### src/pkg/strap_cfg.svh
// offsets, field positions and reset values of the strap configuration loader
`ifndef STRAP_CFG_SVH
`define STRAP_CFG_SVH
`define MODES_ENABLE_BIT 6
`define MODES_SELECT_LSB 0
`define AUX_ENABLE_VALUE 1'h1
`define RX_TERM_SELECT_BIT 0
`define TX_PREEMPH_LSB 2
`define TX_OUTTERM_BIT 1
`define TX_CURRENT_BIT 0
`define REG_RESET_VALUE 8'h00
`define TERM_PARALLEL_VALUE 8'h00
`define RX_PARALLEL_VALUE 8'h01
`define ADDR_HIGH_SPEED_MODES 3'h0
`define ADDR_AUXILIARY_MODES 3'h1
`define ADDR_RECEIVER_SETTINGS 3'h2
`define ADDR_INPUT_TERM_AB 3'h3
`define ADDR_INPUT_TERM_CD 3'h4
`define ADDR_EQUALIZER_AB 3'h5
`define ADDR_EQUALIZER_CD 3'h6
`define ADDR_TRANSMITTER 3'h7
`endif

### src/pkg/strap_pkg.sv
// types shared by the strap configuration loader
package strap_pkg;
    typedef logic [7:0] reg8_t;
    typedef logic [2:0] regaddr_t;
    typedef enum logic [1:0] {
        SRC_A,
        SRC_B,
        SRC_C,
        SRC_D
    } source_e;
    typedef enum {
        ST_RESET,
        ST_PARALLEL,
        ST_SERIAL
    } owner_e;
endpackage

### src/pkg/strap_if.sv
// synchronised strap levels passed from the synchroniser to the loader
`timescale 1ns/10ps
interface strap_if;
    logic highspeed_enable;
    logic [1:0] source_select;
    logic equalization_level;
    logic [1:0] preemphasis_level;
    logic output_termination;
    logic output_current;
    modport sync_side (
        output highspeed_enable,
        output source_select,
        output equalization_level,
        output preemphasis_level,
        output output_termination,
        output output_current
    );
    modport load_side (
        input highspeed_enable,
        input source_select,
        input equalization_level,
        input preemphasis_level,
        input output_termination,
        input output_current
    );
endinterface

### src/design/parallel_strap_config.sv
// configuration register file loaded from strap pins until serial control takes over
// What this block does
// - Strap values load into the registers once, on the first edge after reset unless a serial write arrives on that edge, and later strap changes are ignored.
// - The enable strap turns the high-speed channels on at 1 and into standby at 0.
// - The two select straps route high-speed source A, B, C or D for codes 00 to 11.
// - The same select straps route auxiliary source A, B, C or D to the common port.
// - Input terminations stay disconnected under straps; only a serial write connects them.
// - Both input termination registers load as all zeros under straps.
// - The equalization strap is copied into all sixteen equalizer bits.
// - High-speed modes holds enable in bit 6, zeros in 5..2 and select in 1..0.
// - Auxiliary modes holds a forced 1 in bit 6, zeros in 5..2 and select in 1..0.
// - Transmitter settings holds pre-emphasis in 3..2, output termination in 1, current in 0.
// - The equalization strap selects 6 dB at 0 and 12 dB at 1.
// - Pre-emphasis codes 00 to 11 select 0, 2, 4 or 6 dB.
// - The output-termination strap turns all output terminations off at 0 and on at 1.
// - The output-current strap selects 10 mA at 0 and 20 mA at 1.
`timescale 1ns/10ps
`include "strap_cfg.svh"
module parallel_strap_config
    import strap_pkg::*;
(
    input wire logic CORE_CLK,
    input wire logic RST,
    input wire logic STRAP_HIGHSPEED_ENABLE,
    input wire logic [1:0] STRAP_SOURCE_SELECT,
    input wire logic STRAP_EQUALIZATION_LEVEL,
    input wire logic [1:0] STRAP_PREEMPHASIS_LEVEL,
    input wire logic STRAP_OUTPUT_TERMINATION,
    input wire logic STRAP_OUTPUT_CURRENT,
    input wire logic SERIAL_WRITE,
    input wire logic SERIAL_READ,
    input wire logic [2:0] SERIAL_ADDR,
    input wire logic [7:0] SERIAL_WDATA,
    output logic [7:0] SERIAL_RDATA,
    output logic SERIAL_OWNED,
    output logic HIGHSPEED_ON,
    output logic [1:0] HIGHSPEED_SOURCE,
    output logic AUX_ON,
    output logic [1:0] AUX_COMMON_PORT_SOURCE,
    output logic [15:0] INPUT_TERM_CONNECT,
    output logic [15:0] EQUALIZER_HIGH,
    output logic [1:0] PREEMPHASIS_LEVEL,
    output logic OUTPUT_TERM_ON,
    output logic OUTPUT_CURRENT_HIGH
);
    strap_if straps ();

    owner_e owner_q;
    reg8_t high_speed_modes_q;
    reg8_t auxiliary_modes_q;
    reg8_t receiver_settings_q;
    reg8_t input_termination_ab_q;
    reg8_t input_termination_cd_q;
    reg8_t equalizer_ab_q;
    reg8_t equalizer_cd_q;
    reg8_t transmitter_settings_q;
    logic serial_access;

    function automatic reg8_t modes_word(input logic enable, input logic [1:0] sel);
        reg8_t w;
        w = `REG_RESET_VALUE;
        w[`MODES_ENABLE_BIT] = enable;
        w[`MODES_SELECT_LSB +: 2] = sel;
        return w;
    endfunction

    strap_sync sync_u (
        .clk(CORE_CLK),
        .pins({STRAP_OUTPUT_CURRENT, STRAP_OUTPUT_TERMINATION, STRAP_PREEMPHASIS_LEVEL,
               STRAP_EQUALIZATION_LEVEL, STRAP_SOURCE_SELECT, STRAP_HIGHSPEED_ENABLE}),
        .straps(straps)
    );

    assign serial_access = SERIAL_WRITE | SERIAL_READ;

    // ownership: reset -> parallel (one load edge) -> serial on first access
    always_ff @(posedge CORE_CLK) begin
        if (RST) begin
            owner_q <= ST_RESET;
        end else begin
            case (owner_q)
                ST_RESET: begin
                    owner_q <= serial_access ? ST_SERIAL : ST_PARALLEL;
                end
                ST_PARALLEL: begin
                    if (serial_access) begin
                        owner_q <= ST_SERIAL;
                    end
                end
                default: begin
                    owner_q <= ST_SERIAL;
                end
            endcase
        end
    end

    // straps loaded once on the edge after reset release unless SERIAL_WRITE is high then; a board that moves the select pins must reset
    always_ff @(posedge CORE_CLK) begin
        if (RST) begin
            high_speed_modes_q <= `REG_RESET_VALUE;
            auxiliary_modes_q <= `REG_RESET_VALUE;
            receiver_settings_q <= `REG_RESET_VALUE;
            input_termination_ab_q <= `REG_RESET_VALUE;
            input_termination_cd_q <= `REG_RESET_VALUE;
            equalizer_ab_q <= `REG_RESET_VALUE;
            equalizer_cd_q <= `REG_RESET_VALUE;
            transmitter_settings_q <= `REG_RESET_VALUE;
        end else if (owner_q == ST_RESET && !SERIAL_WRITE) begin
            // single load after release; later strap motion ignored
            high_speed_modes_q <= modes_word(straps.highspeed_enable,
                                             straps.source_select);
            auxiliary_modes_q <= modes_word(`AUX_ENABLE_VALUE,
                                            straps.source_select);
            receiver_settings_q <= `RX_PARALLEL_VALUE;
            input_termination_ab_q <= `TERM_PARALLEL_VALUE;
            input_termination_cd_q <= `TERM_PARALLEL_VALUE;
            equalizer_ab_q <= {8{straps.equalization_level}};
            equalizer_cd_q <= {8{straps.equalization_level}};
            transmitter_settings_q <= {4'h0, straps.preemphasis_level,
                                       straps.output_termination,
                                       straps.output_current};
        end else if (SERIAL_WRITE) begin
            // only serial writes load nonzero values into the termination registers
            if (SERIAL_ADDR == `ADDR_HIGH_SPEED_MODES) begin
                high_speed_modes_q <= SERIAL_WDATA;
            end else if (SERIAL_ADDR == `ADDR_AUXILIARY_MODES) begin
                auxiliary_modes_q <= SERIAL_WDATA;
            end else if (SERIAL_ADDR == `ADDR_RECEIVER_SETTINGS) begin
                receiver_settings_q <= SERIAL_WDATA;
            end else if (SERIAL_ADDR == `ADDR_INPUT_TERM_AB) begin
                input_termination_ab_q <= SERIAL_WDATA;
            end else if (SERIAL_ADDR == `ADDR_INPUT_TERM_CD) begin
                input_termination_cd_q <= SERIAL_WDATA;
            end else if (SERIAL_ADDR == `ADDR_EQUALIZER_AB) begin
                equalizer_ab_q <= SERIAL_WDATA;
            end else if (SERIAL_ADDR == `ADDR_EQUALIZER_CD) begin
                equalizer_cd_q <= SERIAL_WDATA;
            end else begin
                transmitter_settings_q <= SERIAL_WDATA;
            end
        end
    end

    always_ff @(posedge CORE_CLK) begin
        if (RST) begin
            SERIAL_RDATA <= `REG_RESET_VALUE;
        end else if (SERIAL_READ) begin
            if (SERIAL_ADDR == `ADDR_HIGH_SPEED_MODES) begin
                SERIAL_RDATA <= high_speed_modes_q;
            end else if (SERIAL_ADDR == `ADDR_AUXILIARY_MODES) begin
                SERIAL_RDATA <= auxiliary_modes_q;
            end else if (SERIAL_ADDR == `ADDR_RECEIVER_SETTINGS) begin
                SERIAL_RDATA <= receiver_settings_q;
            end else if (SERIAL_ADDR == `ADDR_INPUT_TERM_AB) begin
                SERIAL_RDATA <= input_termination_ab_q;
            end else if (SERIAL_ADDR == `ADDR_INPUT_TERM_CD) begin
                SERIAL_RDATA <= input_termination_cd_q;
            end else if (SERIAL_ADDR == `ADDR_EQUALIZER_AB) begin
                SERIAL_RDATA <= equalizer_ab_q;
            end else if (SERIAL_ADDR == `ADDR_EQUALIZER_CD) begin
                SERIAL_RDATA <= equalizer_cd_q;
            end else begin
                SERIAL_RDATA <= transmitter_settings_q;
            end
        end
    end

    // analog controls registered from the register file
    always_ff @(posedge CORE_CLK) begin
        if (RST) begin
            SERIAL_OWNED <= 1'h0;
            HIGHSPEED_ON <= 1'h0;
            HIGHSPEED_SOURCE <= 2'h0;
            AUX_ON <= 1'h0;
            AUX_COMMON_PORT_SOURCE <= 2'h0;
            INPUT_TERM_CONNECT <= 16'h0000;
            EQUALIZER_HIGH <= 16'h0000;
            PREEMPHASIS_LEVEL <= 2'h0;
            OUTPUT_TERM_ON <= 1'h0;
            OUTPUT_CURRENT_HIGH <= 1'h0;
        end else begin
            SERIAL_OWNED <= (owner_q == ST_SERIAL);
            HIGHSPEED_ON <= high_speed_modes_q[`MODES_ENABLE_BIT];
            HIGHSPEED_SOURCE <= high_speed_modes_q[`MODES_SELECT_LSB +: 2];
            AUX_ON <= auxiliary_modes_q[`MODES_ENABLE_BIT];
            AUX_COMMON_PORT_SOURCE <= auxiliary_modes_q[`MODES_SELECT_LSB +: 2];
            // receiver term select 0 opens every input switch
            INPUT_TERM_CONNECT <= receiver_settings_q[`RX_TERM_SELECT_BIT]
                ? {input_termination_cd_q, input_termination_ab_q}
                : 16'h0000;
            EQUALIZER_HIGH <= {equalizer_cd_q, equalizer_ab_q};
            PREEMPHASIS_LEVEL <= transmitter_settings_q[`TX_PREEMPH_LSB +: 2];
            OUTPUT_TERM_ON <= transmitter_settings_q[`TX_OUTTERM_BIT];
            OUTPUT_CURRENT_HIGH <= transmitter_settings_q[`TX_CURRENT_BIT];
        end
    end
endmodule

### src/design/strap_sync.sv
// three-stage synchroniser with agreement filter for the strap pins
`timescale 1ns/10ps
module strap_sync (
    input wire logic clk,
    input wire logic [7:0] pins,
    strap_if.sync_side straps
);
    logic [7:0] s1_q;
    logic [7:0] s2_q;
    logic [7:0] s3_q;
    logic [7:0] stable_q;

    // s1 feeds only s2; the filter looks at s2 and s3
    // no reset: the chain must fill during reset so the load edge sees real pins
    always_ff @(posedge clk) begin
        s1_q <= pins;
        s2_q <= s1_q;
        s3_q <= s2_q;
    end

    // no reset: straps are static, so stable_q is caught from the pins even under reset
    always_ff @(posedge clk) begin
        for (int i = 0; i < 8; i++) begin
            if (s2_q[i] == s3_q[i]) begin
                stable_q[i] <= s3_q[i];
            end
        end
    end

    assign straps.highspeed_enable = stable_q[0];
    assign straps.source_select = stable_q[2:1];
    assign straps.equalization_level = stable_q[3];
    assign straps.preemphasis_level = stable_q[5:4];
    assign straps.output_termination = stable_q[6];
    assign straps.output_current = stable_q[7];
endmodule

### config.mk
export PLATFORM = sky130hd
export DESIGN_NAME = parallel_strap_config
export DESIGN_NICKNAME = d
export VERILOG_FILES = /design/src/pkg/strap_pkg.sv /design/src/pkg/strap_if.sv /design/src/design/parallel_strap_config.sv /design/src/design/strap_sync.sv
export VERILOG_INCLUDE_DIRS = /design/src /design/src/pkg
export SDC_FILE = /design/constraint.sdc
export NUM_CORES = 1
export LEC_CHECK = 0
export ABC_CLOCK_PERIOD_IN_PS = 4700
export BUFFER_PORTS_ARGS = -buffer_cell sky130_fd_sc_hd__buf_2
export CAP_MARGIN = 20
export CORE_UTILIZATION = 49
export DETAILED_ROUTE_END_ITERATION = 10
export HOLD_SLACK_MARGIN = 0.06
export PLACE_DENSITY = 0.74
export SLEW_MARGIN = 5
export SYNTH_ARGS = -nofsm -noshare
export SYNTH_HDL_FRONTEND = slang
export SYNTH_HIERARCHICAL = 1
export SYNTH_SLANG_ARGS = --single-unit
### constraint.sdc
create_clock -name CORE_CLK -period 4.7 [get_ports CORE_CLK]
set_clock_uncertainty 0.15 [all_clocks]
set_input_delay 0.705 -clock CORE_CLK [delete_from_list [all_inputs] [get_ports CORE_CLK]]
set_output_delay 0.705 -clock CORE_CLK [all_outputs]
set_load 0.01 [all_outputs]
Word-level counts from Yosys, hierarchy flattened
Cells that the tools add are included.

Bits in latches: 0. RAM bits: 0. Output and inout bits: 51. Bits in read-only memories: 0. Flip-flop bits (word level): 179. Memories kept: 0.

Add/sub/neg operators: 0. Bitwise gates (word level): 9. Divide/modulo/power cells: 0. Mux-type cells: 48. Multipliers: 0. Equal/unequal tests: 24. Shift-type cells: 0. Reduce and logical (&&, ||, !) cells: 25. Magnitude comparators: 0.

Operator list (count): 2-to-1 mux 8 bit (24); zero test 32 bit (2); one-hot mux 32 bit (2 select lines) (1); 2-to-1 mux 7 bit (7); 2-to-1 mux 4 bit (9); equality test 32 x 1 -> 1 bit (second input constant) (1); equality test 32 x 3 -> 1 bit (second input constant) (1); 2-to-1 mux 32 bit (1); AND reduction 8 bit (3); inequality test 2 bit (second input constant) (8); nonzero test 2 bit (6); equality test 3 bit (second input constant) (3); equality test 1 bit (8); inverter 1 bit (8); AND reduction 4 bit (2); AND reduction 7 bit (1); equality test 3 x 2 -> 1 bit (second input constant) (2); AND reduction 3 bit (2); AND reduction 6 bit (1); 2-to-1 mux 1 bit (5); AND reduction 5 bit (1); AND reduction 2 bit (2); OR reduction 2 bit (2); equality test 3 x 1 -> 1 bit (second input constant) (1); other kinds (5) (5).

Logic depth before layout (Yosys ltp)
Gate-level depths: netlist of the first run.

Depth after elaboration: 10. Depth in mapped cells: 8. Gate-level depth less buffers: 5.

Modules after synthesis
Netlist of the first run, hierarchy kept.

Modules (own cells, without submodules): parallel_strap_config (seq. area each 2342.2 µm², area each 4733.3 µm², cells an instance 508, times used 1); strap_sync (seq. area each 720.7 µm², area each 790.8 µm², cells an instance 40, times used 1).

Worst setup path before layout of the first run
OpenSTA, ideal clock, no wires.

Path type: in2reg. From: in SERIAL_ADDR[0]. To: reg SERIAL_RDATA[5]. Setup time: 132 ps. Arrival time: 1740 ps. Cell stages on the path: 6. Path buffers: 1. Data required time: 4418 ps. Setup slack: 2678 ps. Path through: buf_4 nor3b_2 a221o_1 o31ai_1 and4_1 nor3_2.

Cells in the longest elaborated chain, start to end: 8.

Ends and longest elaborated chain: start: declaration (line parallel_strap_config.sv:32) `input wire logic [2:0] SERIAL_ADDR,`; equality test 3 bit (no source line); 2-to-1 mux 8 bit (line parallel_strap_config.sv:160) `` end else if (SERIAL_ADDR == `ADDR_EQUALIZER_CD) begin ``; 2-to-1 mux 8 bit (line parallel_strap_config.sv:158) `` end else if (SERIAL_ADDR == `ADDR_EQUALIZER_AB) begin ``; 2-to-1 mux 8 bit (line parallel_strap_config.sv:156) `` end else if (SERIAL_ADDR == `ADDR_INPUT_TERM_CD) begin ``; 2-to-1 mux 8 bit (line parallel_strap_config.sv:154) `` end else if (SERIAL_ADDR == `ADDR_INPUT_TERM_AB) begin ``; 2-to-1 mux 8 bit (line parallel_strap_config.sv:152) `` end else if (SERIAL_ADDR == `ADDR_RECEIVER_SETTINGS) begin ``; 2-to-1 mux 8 bit (line parallel_strap_config.sv:150) `` end else if (SERIAL_ADDR == `ADDR_AUXILIARY_MODES) begin ``; 2-to-1 mux 8 bit * (line parallel_strap_config.sv:148) `` if (SERIAL_ADDR == `ADDR_HIGH_SPEED_MODES) begin ``; end signal: assignment (line parallel_strap_config.sv:149) `SERIAL_RDATA <= high_speed_modes_q;`; end signal: assignment (line parallel_strap_config.sv:151) `SERIAL_RDATA <= auxiliary_modes_q;`; end signal: assignment (line parallel_strap_config.sv:153) `SERIAL_RDATA <= receiver_settings_q;`; end: declaration (line parallel_strap_config.sv:34) `output logic [7:0] SERIAL_RDATA,`.

Mark *: on every way between the ends. The rest lies on a longest branch, timed or not. A chain may end at the register's enable or synchronous reset.

Worst setup path after layout of the first run
From: in SERIAL_ADDR[0]. To: reg input_termination_ab_q[2].

Cells in the longest elaborated chain, start to end: 3.

Ends and longest elaborated chain: equality test 3 x 2 -> 1 bit (no source line), or another cell as far along; inverter 1 bit (no source line); AND reduction 5 bit (no source line) *; end signal: assignment (line parallel_strap_config.sv:103) `` input_termination_ab_q <= `REG_RESET_VALUE; ``; end signal: assignment (line parallel_strap_config.sv:115) `` input_termination_ab_q <= `TERM_PARALLEL_VALUE; ``; end: declaration (line parallel_strap_config.sv:52) `reg8_t input_termination_ab_q;`.

Marks and branches as above.

==> results of run 1 <==
## stage by stage
step	util	hold WS, ps	setup WS (ps)	instances	total power, µW
6_report	0.5918	128.5	2489	762	2898
5_1_grt	0.5918	112.9	2319	762	2995
4_1_cts	0.5911	116.2	2541	761	2908
3_5_place_dp	0.5384	162.1	2007	729	1623
3_3_place_gp	0.5384	161.0	2083	729	1616
2_1_floorplan	-	159.6	2678	548	1556
## synth_stat cells, drive strengths merged, types with 2 or more instances
cell,instances
mux2i,24
nand4,2
a22o,4
xnor2,8
a221o,3
o21ai,10
inv,4
and2,17
buf,23
nor3b,5
nand3,6
clkbuf,12
o31ai,4
a2111oi,3
o22ai,3
nand2,73
nor2b,30
and4,3
a31oi,7
a21oi,39
dfxtp,141
nand2b,8
nor2,65
o221ai,4
nor3,5
or2,2
a211oi,22
a2bb2oi,2
edfxtp,8
mux4,2
a21boi,3
## critical path, cell delays in order
cell and delay, ps:
buf_2 620, nand2_1 300, nor2_1 600, nand2_1 130, a21oi_1 140
## power breakdown
part / switching [µW] / leakage [µW] / internal [µW] / total [µW]
registers: 37.9 / 0.00123 / 1340 / 1370
logic: 140 / 0.00108 / 85.8 / 226
clock network: 511 / 0.000269 / 787 / 1300
total: 689 / 0.00259 / 2210 / 2900
## layer usage
metal | routed length, µm | GRT usage
met1 | 5620 | 0.2957
met2 | 5665 | 0.3471
met3 | 816 | 0.05666
met4 | 347 | 0.1174
met5 | 0 | 0
## flip-flops by register name (all words and copies together) (netlist names), 8 cells and up
signal / flops
equalizer_ab_q: 8
EQUALIZER_HIGH: 16
sync_u/s1_q: 8
sync_u/s3_q: 8
transmitter_settings_q: 8
receiver_settings_q: 8
SERIAL_RDATA: 8
sync_u/stable_q: 8
sync_u/s2_q: 8
input_termination_ab_q: 8
auxiliary_modes_q: 8
INPUT_TERM_CONNECT: 16
equalizer_cd_q: 8
high_speed_modes_q: 8
input_termination_cd_q: 8
## kinds of logic after synthesis
family	after synthesis	share of synthesized area
AND/OR/NAND/NOR	219	0.2005
flip-flops	149	0.5545
AO/OA/AOI/OAI	107	0.1373
buffers and inverters	39	0.04349
multiplexers	26	0.05164
XOR/XNOR	8	0.01268
## final cells by class
cell class | count | area [µm²]
clock inverter | 10 | 121.4
multi-input combinational | 360 | 2221
clock buffer | 22 | 452.9
inverter | 4 | 15.01
timing repair buffer | 77 | 395.4
sequential | 149 | 3063
fill | 891 | 4444
tap | 140 | 175.2
## worst max path at each step
stage / from / to / slack [ps] / cells past startpoint
finish: SERIAL_ADDR[0] / input_termination_ab_q[2] / 2490 / 5
global placement: SERIAL_ADDR[1] / SERIAL_RDATA[5] / 2080 / 6
detailed placement: SERIAL_ADDR[1] / SERIAL_RDATA[7] / 2010 / 6
CTS: SERIAL_ADDR[1] / SERIAL_RDATA[7] / 2540 / 6
floorplan: SERIAL_ADDR[0] / SERIAL_RDATA[5] / 2680 / 6
global route: SERIAL_ADDR[0] / input_termination_ab_q[0] / 2320 / 5
==> flow_metrics.env, run 1 <==
export IMPL_initial_core_util=0.5074
export IMPL_drive_above_1_share=0.2106
export IMPL_synthArstFlopShare=0
export IMPL_clk_latency_ps=520
export IMPL_crit_required_ps=5000
export IMPL_cts_tree="yes"
export IMPL_netlist_instances=548
export IMPL_antenna_found_initial=0
export IMPL_vias=4167
export IMPL_finalMaxSlewViolations=0
export IMPL_post_dp_cell_area_um2=5862
export IMPL_final_cell_mix="dfxtp_1, nand2_1, buf_2"
export IMPL_critical_path_class="input port to flip-flop"
export IMPL_synth_nets=571
export IMPL_worstMarginPinSlew_ps=811.1
export IMPL_ant_nets=0
export IMPL_min_period_ps=2211
export IMPL_rrSetupSlack_ps=2870
export IMPL_synth_area_um2=5524
export IMPL_outcome="finished, final reports clean"
export IMPL_synth_largest_area_cell="dfxtp_1"
export IMPL_fin_setup_tns_ps=0
export IMPL_min_path_cells=1
export IMPL_path_clk_slew_ps=60
export IMPL_crit_path_end_kind="flip-flop"
export IMPL_dieArea_um2=11700
export IMPL_ioPinCount=74
export IMPL_p_leak_uw=0.002586
export IMPL_hold_viol_final=0
export IMPL_cts_htree_levels=4
export IMPL_row_count=38
export IMPL_ys_top_cells_by_area="dfxtp_1, nand2_1, mux2i_1"
export IMPL_synth_edf_count=8
export IMPL_seq_area_frac_synth=0.5545
export IMPL_cts_made_buffers=17
export IMPL_layout_commonest_cell="dfxtp_1"
export IMPL_area_growth_synth_to_final_pct=16.65
export IMPL_vias_per_cell=5.469
export IMPL_clock_sinks=149
export IMPL_yosysUniqueCellTypes=52
export IMPL_synth_top_area_share=0.5110
export IMPL_worst_r2r_path_depth=5
export IMPL_finalWeightedCongestion=0.8791
export IMPL_grt_setup_unrepaired="no"
export IMPL_worstPathArrival_ps=2520
export IMPL_port_buffers=73
export IMPL_ys_ff_latch=149
export IMPL_dieWidth_um=108.2
export IMPL_grt_overflow_total=0
export IMPL_synth_top_flop_cell="dfxtp_1"
export IMPL_nets=632
export IMPL_cts_buffer_depth=2
export IMPL_wirelength_um=12450
export IMPL_min_to="sync_u/s1_q[7]"
export IMPL_remaining_drc_errors=0
export IMPL_vdd_ir_drop_max_mv=0.2644
export IMPL_hold_buffers=0
export IMPL_clock_fmax_ghz=0.4522
export IMPL_crit_path_start_kind="input port"
export IMPL_finalSetupViolCount=0
export IMPL_synth_warnings=6
export IMPL_wl_per_cell_um=16.34
export IMPL_grt_max_degree=65
export IMPL_postCtsSetupBuffers=0
export IMPL_drt_pass1_iterations=5
export IMPL_grt_usage=0.2267
export IMPL_num_antenna_cells=0
export IMPL_hp_class="input port to flip-flop"
export IMPL_rr_startpoint="owner_q[1]"
export IMPL_drtIter0Drc=358
export IMPL_finalCritPeriodShare=0.4705
export IMPL_die_h_um=108.2
export IMPL_syn_avg_cell_area_um2=10.08
export IMPL_path_max_fanout=47
export IMPL_powerDensity_nw_per_um2=449.7
export IMPL_grt_pass1_vias=3919
export IMPL_clock_root_buffer="clkbuf_8"
export IMPL_grt_pass1_wl_um=19800
export IMPL_design_area_um2=6444
export IMPL_cts_resized=0
export IMPL_min_from="STRAP_OUTPUT_CURRENT"
export IMPL_hpwl_um=8527
export IMPL_core_um2=10890
export IMPL_relSlewSlack=0.4592
export IMPL_rr_endpoint="equalizer_ab_q[6]"
export IMPL_cap_violations=0
(Power assumes the default switching activity.)
==> run 2: changes to the inputs <==
ABC_AREA = 1   (was not set)
ABC_CLOCK_PERIOD_IN_PS = 2000   (was 4700)
PLACE_DENSITY = 0.76   (was 0.74)
clock period = 2 ns   (was 4.7 ns; I/O delays follow)
==> flow_metrics.env, run 2 <==
export IMPL_outcome="finished, final reports clean"
export IMPL_netlist_top_cells_count="dfxtp_1, nand2_1, inv_1"
export IMPL_synth_mux_area_frac=0
export IMPL_cts_htree_levels=4
export IMPL_yosysUniqueCellTypes=33
export IMPL_vias=4614
export IMPL_worstMarginPinSlew_ps=577.5
export IMPL_clock_fmax_ghz=0.5426
export IMPL_nets=795
export IMPL_core_um2=10890
export IMPL_layout_commonest_cell="dfxtp_1"
export IMPL_grt_usage=0.2422
export IMPL_synthArstFlopShare=0
export IMPL_synth_top_area_share=0.5141
export IMPL_cts_made_buffers=17
export IMPL_synth_xor_area_frac=0
export IMPL_clk_latency_ps=530
export IMPL_grt_pass1_vias=4359
export IMPL_synth_nets=694
export IMPL_seq_area_frac_synth=0.5579
export IMPL_ant_nets=0
export IMPL_critical_path_class="input port to flip-flop"
export IMPL_ys_ff_latch=149
export IMPL_synth_area_um2=5490
export IMPL_crit_family="buffers and inverters"
export IMPL_register_area_um2=3063
export IMPL_clock_root_buffer="clkbuf_8"
export IMPL_synth_compound_area_frac=0.1716
export IMPL_slowest_delay_ps=530
export IMPL_clock_sinks=149
export IMPL_synth_top_flop_cell="dfxtp_1"
export IMPL_cap_violations=0
export IMPL_relSlewSlack=0.6141
export IMPL_synth_top_family_by_area="compound AO/OA/AOI/OAI gates"
export IMPL_wirelength_um=13000
export IMPL_min_period_ps=1843
export IMPL_hpwl_um=9374
export IMPL_ys_top_cells_by_area="dfxtp_1, nand2_1, a21oi_1"
export IMPL_row_count=38
export IMPL_area_growth_synth_to_final_pct=23.43
export IMPL_crit_slowest_cell="dlygate4sd3_1"
export IMPL_path_max_fanout=8
export IMPL_crit_chain="dlygate4sd3_1, buf_2, inv_4, nand2_1, inv_2, nand2_1, o21ai_0, o21ai_0, a21oi_1"
export IMPL_drt_pass1_iterations=4
export IMPL_crit_required_ps=2260
export IMPL_ioPinCount=74
export IMPL_finalCritPeriodShare=0.9215
export IMPL_synth_warnings=6
export IMPL_dieArea_um2=11630
export IMPL_syn_avg_cell_area_um2=8.182
export IMPL_hold_slack_ps=175.6
export IMPL_synth_adder_area_share=0
export IMPL_synth_largest_area_cell="dfxtp_1"
export IMPL_port_buffers=73
export IMPL_dieWidth_um=107.9
export IMPL_vdd_ir_drop_max_mv=0.7409
export IMPL_drtIter0Drc=322
export IMPL_grt_overflow_total=0
export IMPL_p_leak_uw=0.003077
export IMPL_grt_setup_unrepaired="no"
export IMPL_hold_viol_final=0
export IMPL_initial_core_util=0.5043
export IMPL_remaining_drc_errors=0
export IMPL_multi_input_area_um2=1868
export IMPL_cts_resized=0
export IMPL_netlist_instances=671
export IMPL_grt_max_degree=30
export IMPL_antenna_found_initial=0
export IMPL_cp_num_buf_inv=4
export IMPL_final_cell_mix="dfxtp_1, nand2_1, inv_1"
export IMPL_crit_path_end_kind="flip-flop"
export IMPL_finalSetupViolCount=0
export IMPL_synth_edf_count=8
export IMPL_crit_path_start_kind="input port"
export IMPL_cts_tree="yes"
export IMPL_die_h_um=107.9
export IMPL_powerDensity_nw_per_um2=1022
export IMPL_num_antenna_cells=0
export IMPL_hp_class="flip-flop to flip-flop"
export IMPL_grt_pass1_wl_um=21070
export IMPL_path_clk_slew_ps=60
export IMPL_cts_buffer_depth=2
export IMPL_yosys_cell_count_top_type="dfxtp_1"
export IMPL_finalWeightedCongestion=0.9295
export IMPL_finalMaxSlewViolations=0
export IMPL_largest_registers="EQUALIZER_HIGH (16), INPUT_TERM_CONNECT (16)"
export IMPL_fin_setup_tns_ps=0
export IMPL_vias_per_cell=4.988
export IMPL_wl_per_cell_um=14.05
export IMPL_fillerInstances=922
export IMPL_drive_above_1_share=0.1924
export IMPL_synth_simple_area_share=0.1686
export IMPL_worstPathArrival_ps=2100
## run 2: report_power, final
group	switching, µW	internal [µW]	leakage (µW)	total [µW]
Clock	1210	1890	0.000274	3110
Sequential	53.0	3140	0.00124	3190
Combinational	407	220	0.00157	627
## run 2: metal layers
| layer | GRT usage | wire [µm] |
|---|---|---|
| met5 | 0 | 0 |
| met3 | 0.06114 | 738 |
| met2 | 0.3974 | 6403 |
| met4 | 0.1252 | 371 |
| met1 | 0.2921 | 5485 |
## run 2: path summary, 6_finish.rpt
kind	start	end	slack, ps	cells after the start
worst max register to register	owner_q[1]	equalizer_cd_q[4]	390	7
worst min-delay path	sync_u/s1_q[2]	sync_u/s2_q[2]	180	0
worst min register to register	sync_u/s1_q[2]	sync_u/s2_q[2]	180	0
worst max-delay path	SERIAL_WRITE	equalizer_cd_q[4]	160	9
## run 2: metrics by stage
stage	util	area [µm²]	total power (µW)	worst slack (ps)	std cells
after detailed placement	0.5508	5997	3845	63.18	873
after CTS	0.6224	6777	6971	176.2	925
after global routing	0.6224	6777	7201	48.43	925
after floorplan	-	5490	3642	436.1	671
final	0.6224	6777	6926	157.1	925
after global placement	0.5508	5997	3825	85.39	873
## run 2: layout make-up
class	instances	area share
sequential	149	0.4520
multi-input combinational	389	0.2757
timing repair buffer	107	0.1008
clock buffer	19	0.06222
inverter	108	0.06019
tap	140	0.02585
clock inverter	13	0.02326
## run 2: logic make-up (layout without fill, tap and decap cells)
kind of cell,count (synthesis),after routing
simple gates,215,215
compound gates,174,174
flops,149,149
buf+inv,133,247
## run 2: what timing repair did
action,CTS,global route
hold buffers,20,0
hold endpoints to repair,66,0
setup endpoints to repair,0,0
setup buffers,0,0
## run 2: worst register-to-register path: cells and delay by family, from the launching register on
kind	cells	cell delay, ps
AO/OA/AOI/OAI	3	450
AND/OR/NAND/NOR	3	430
flip-flops	1	360
buffers and inverters	1	100
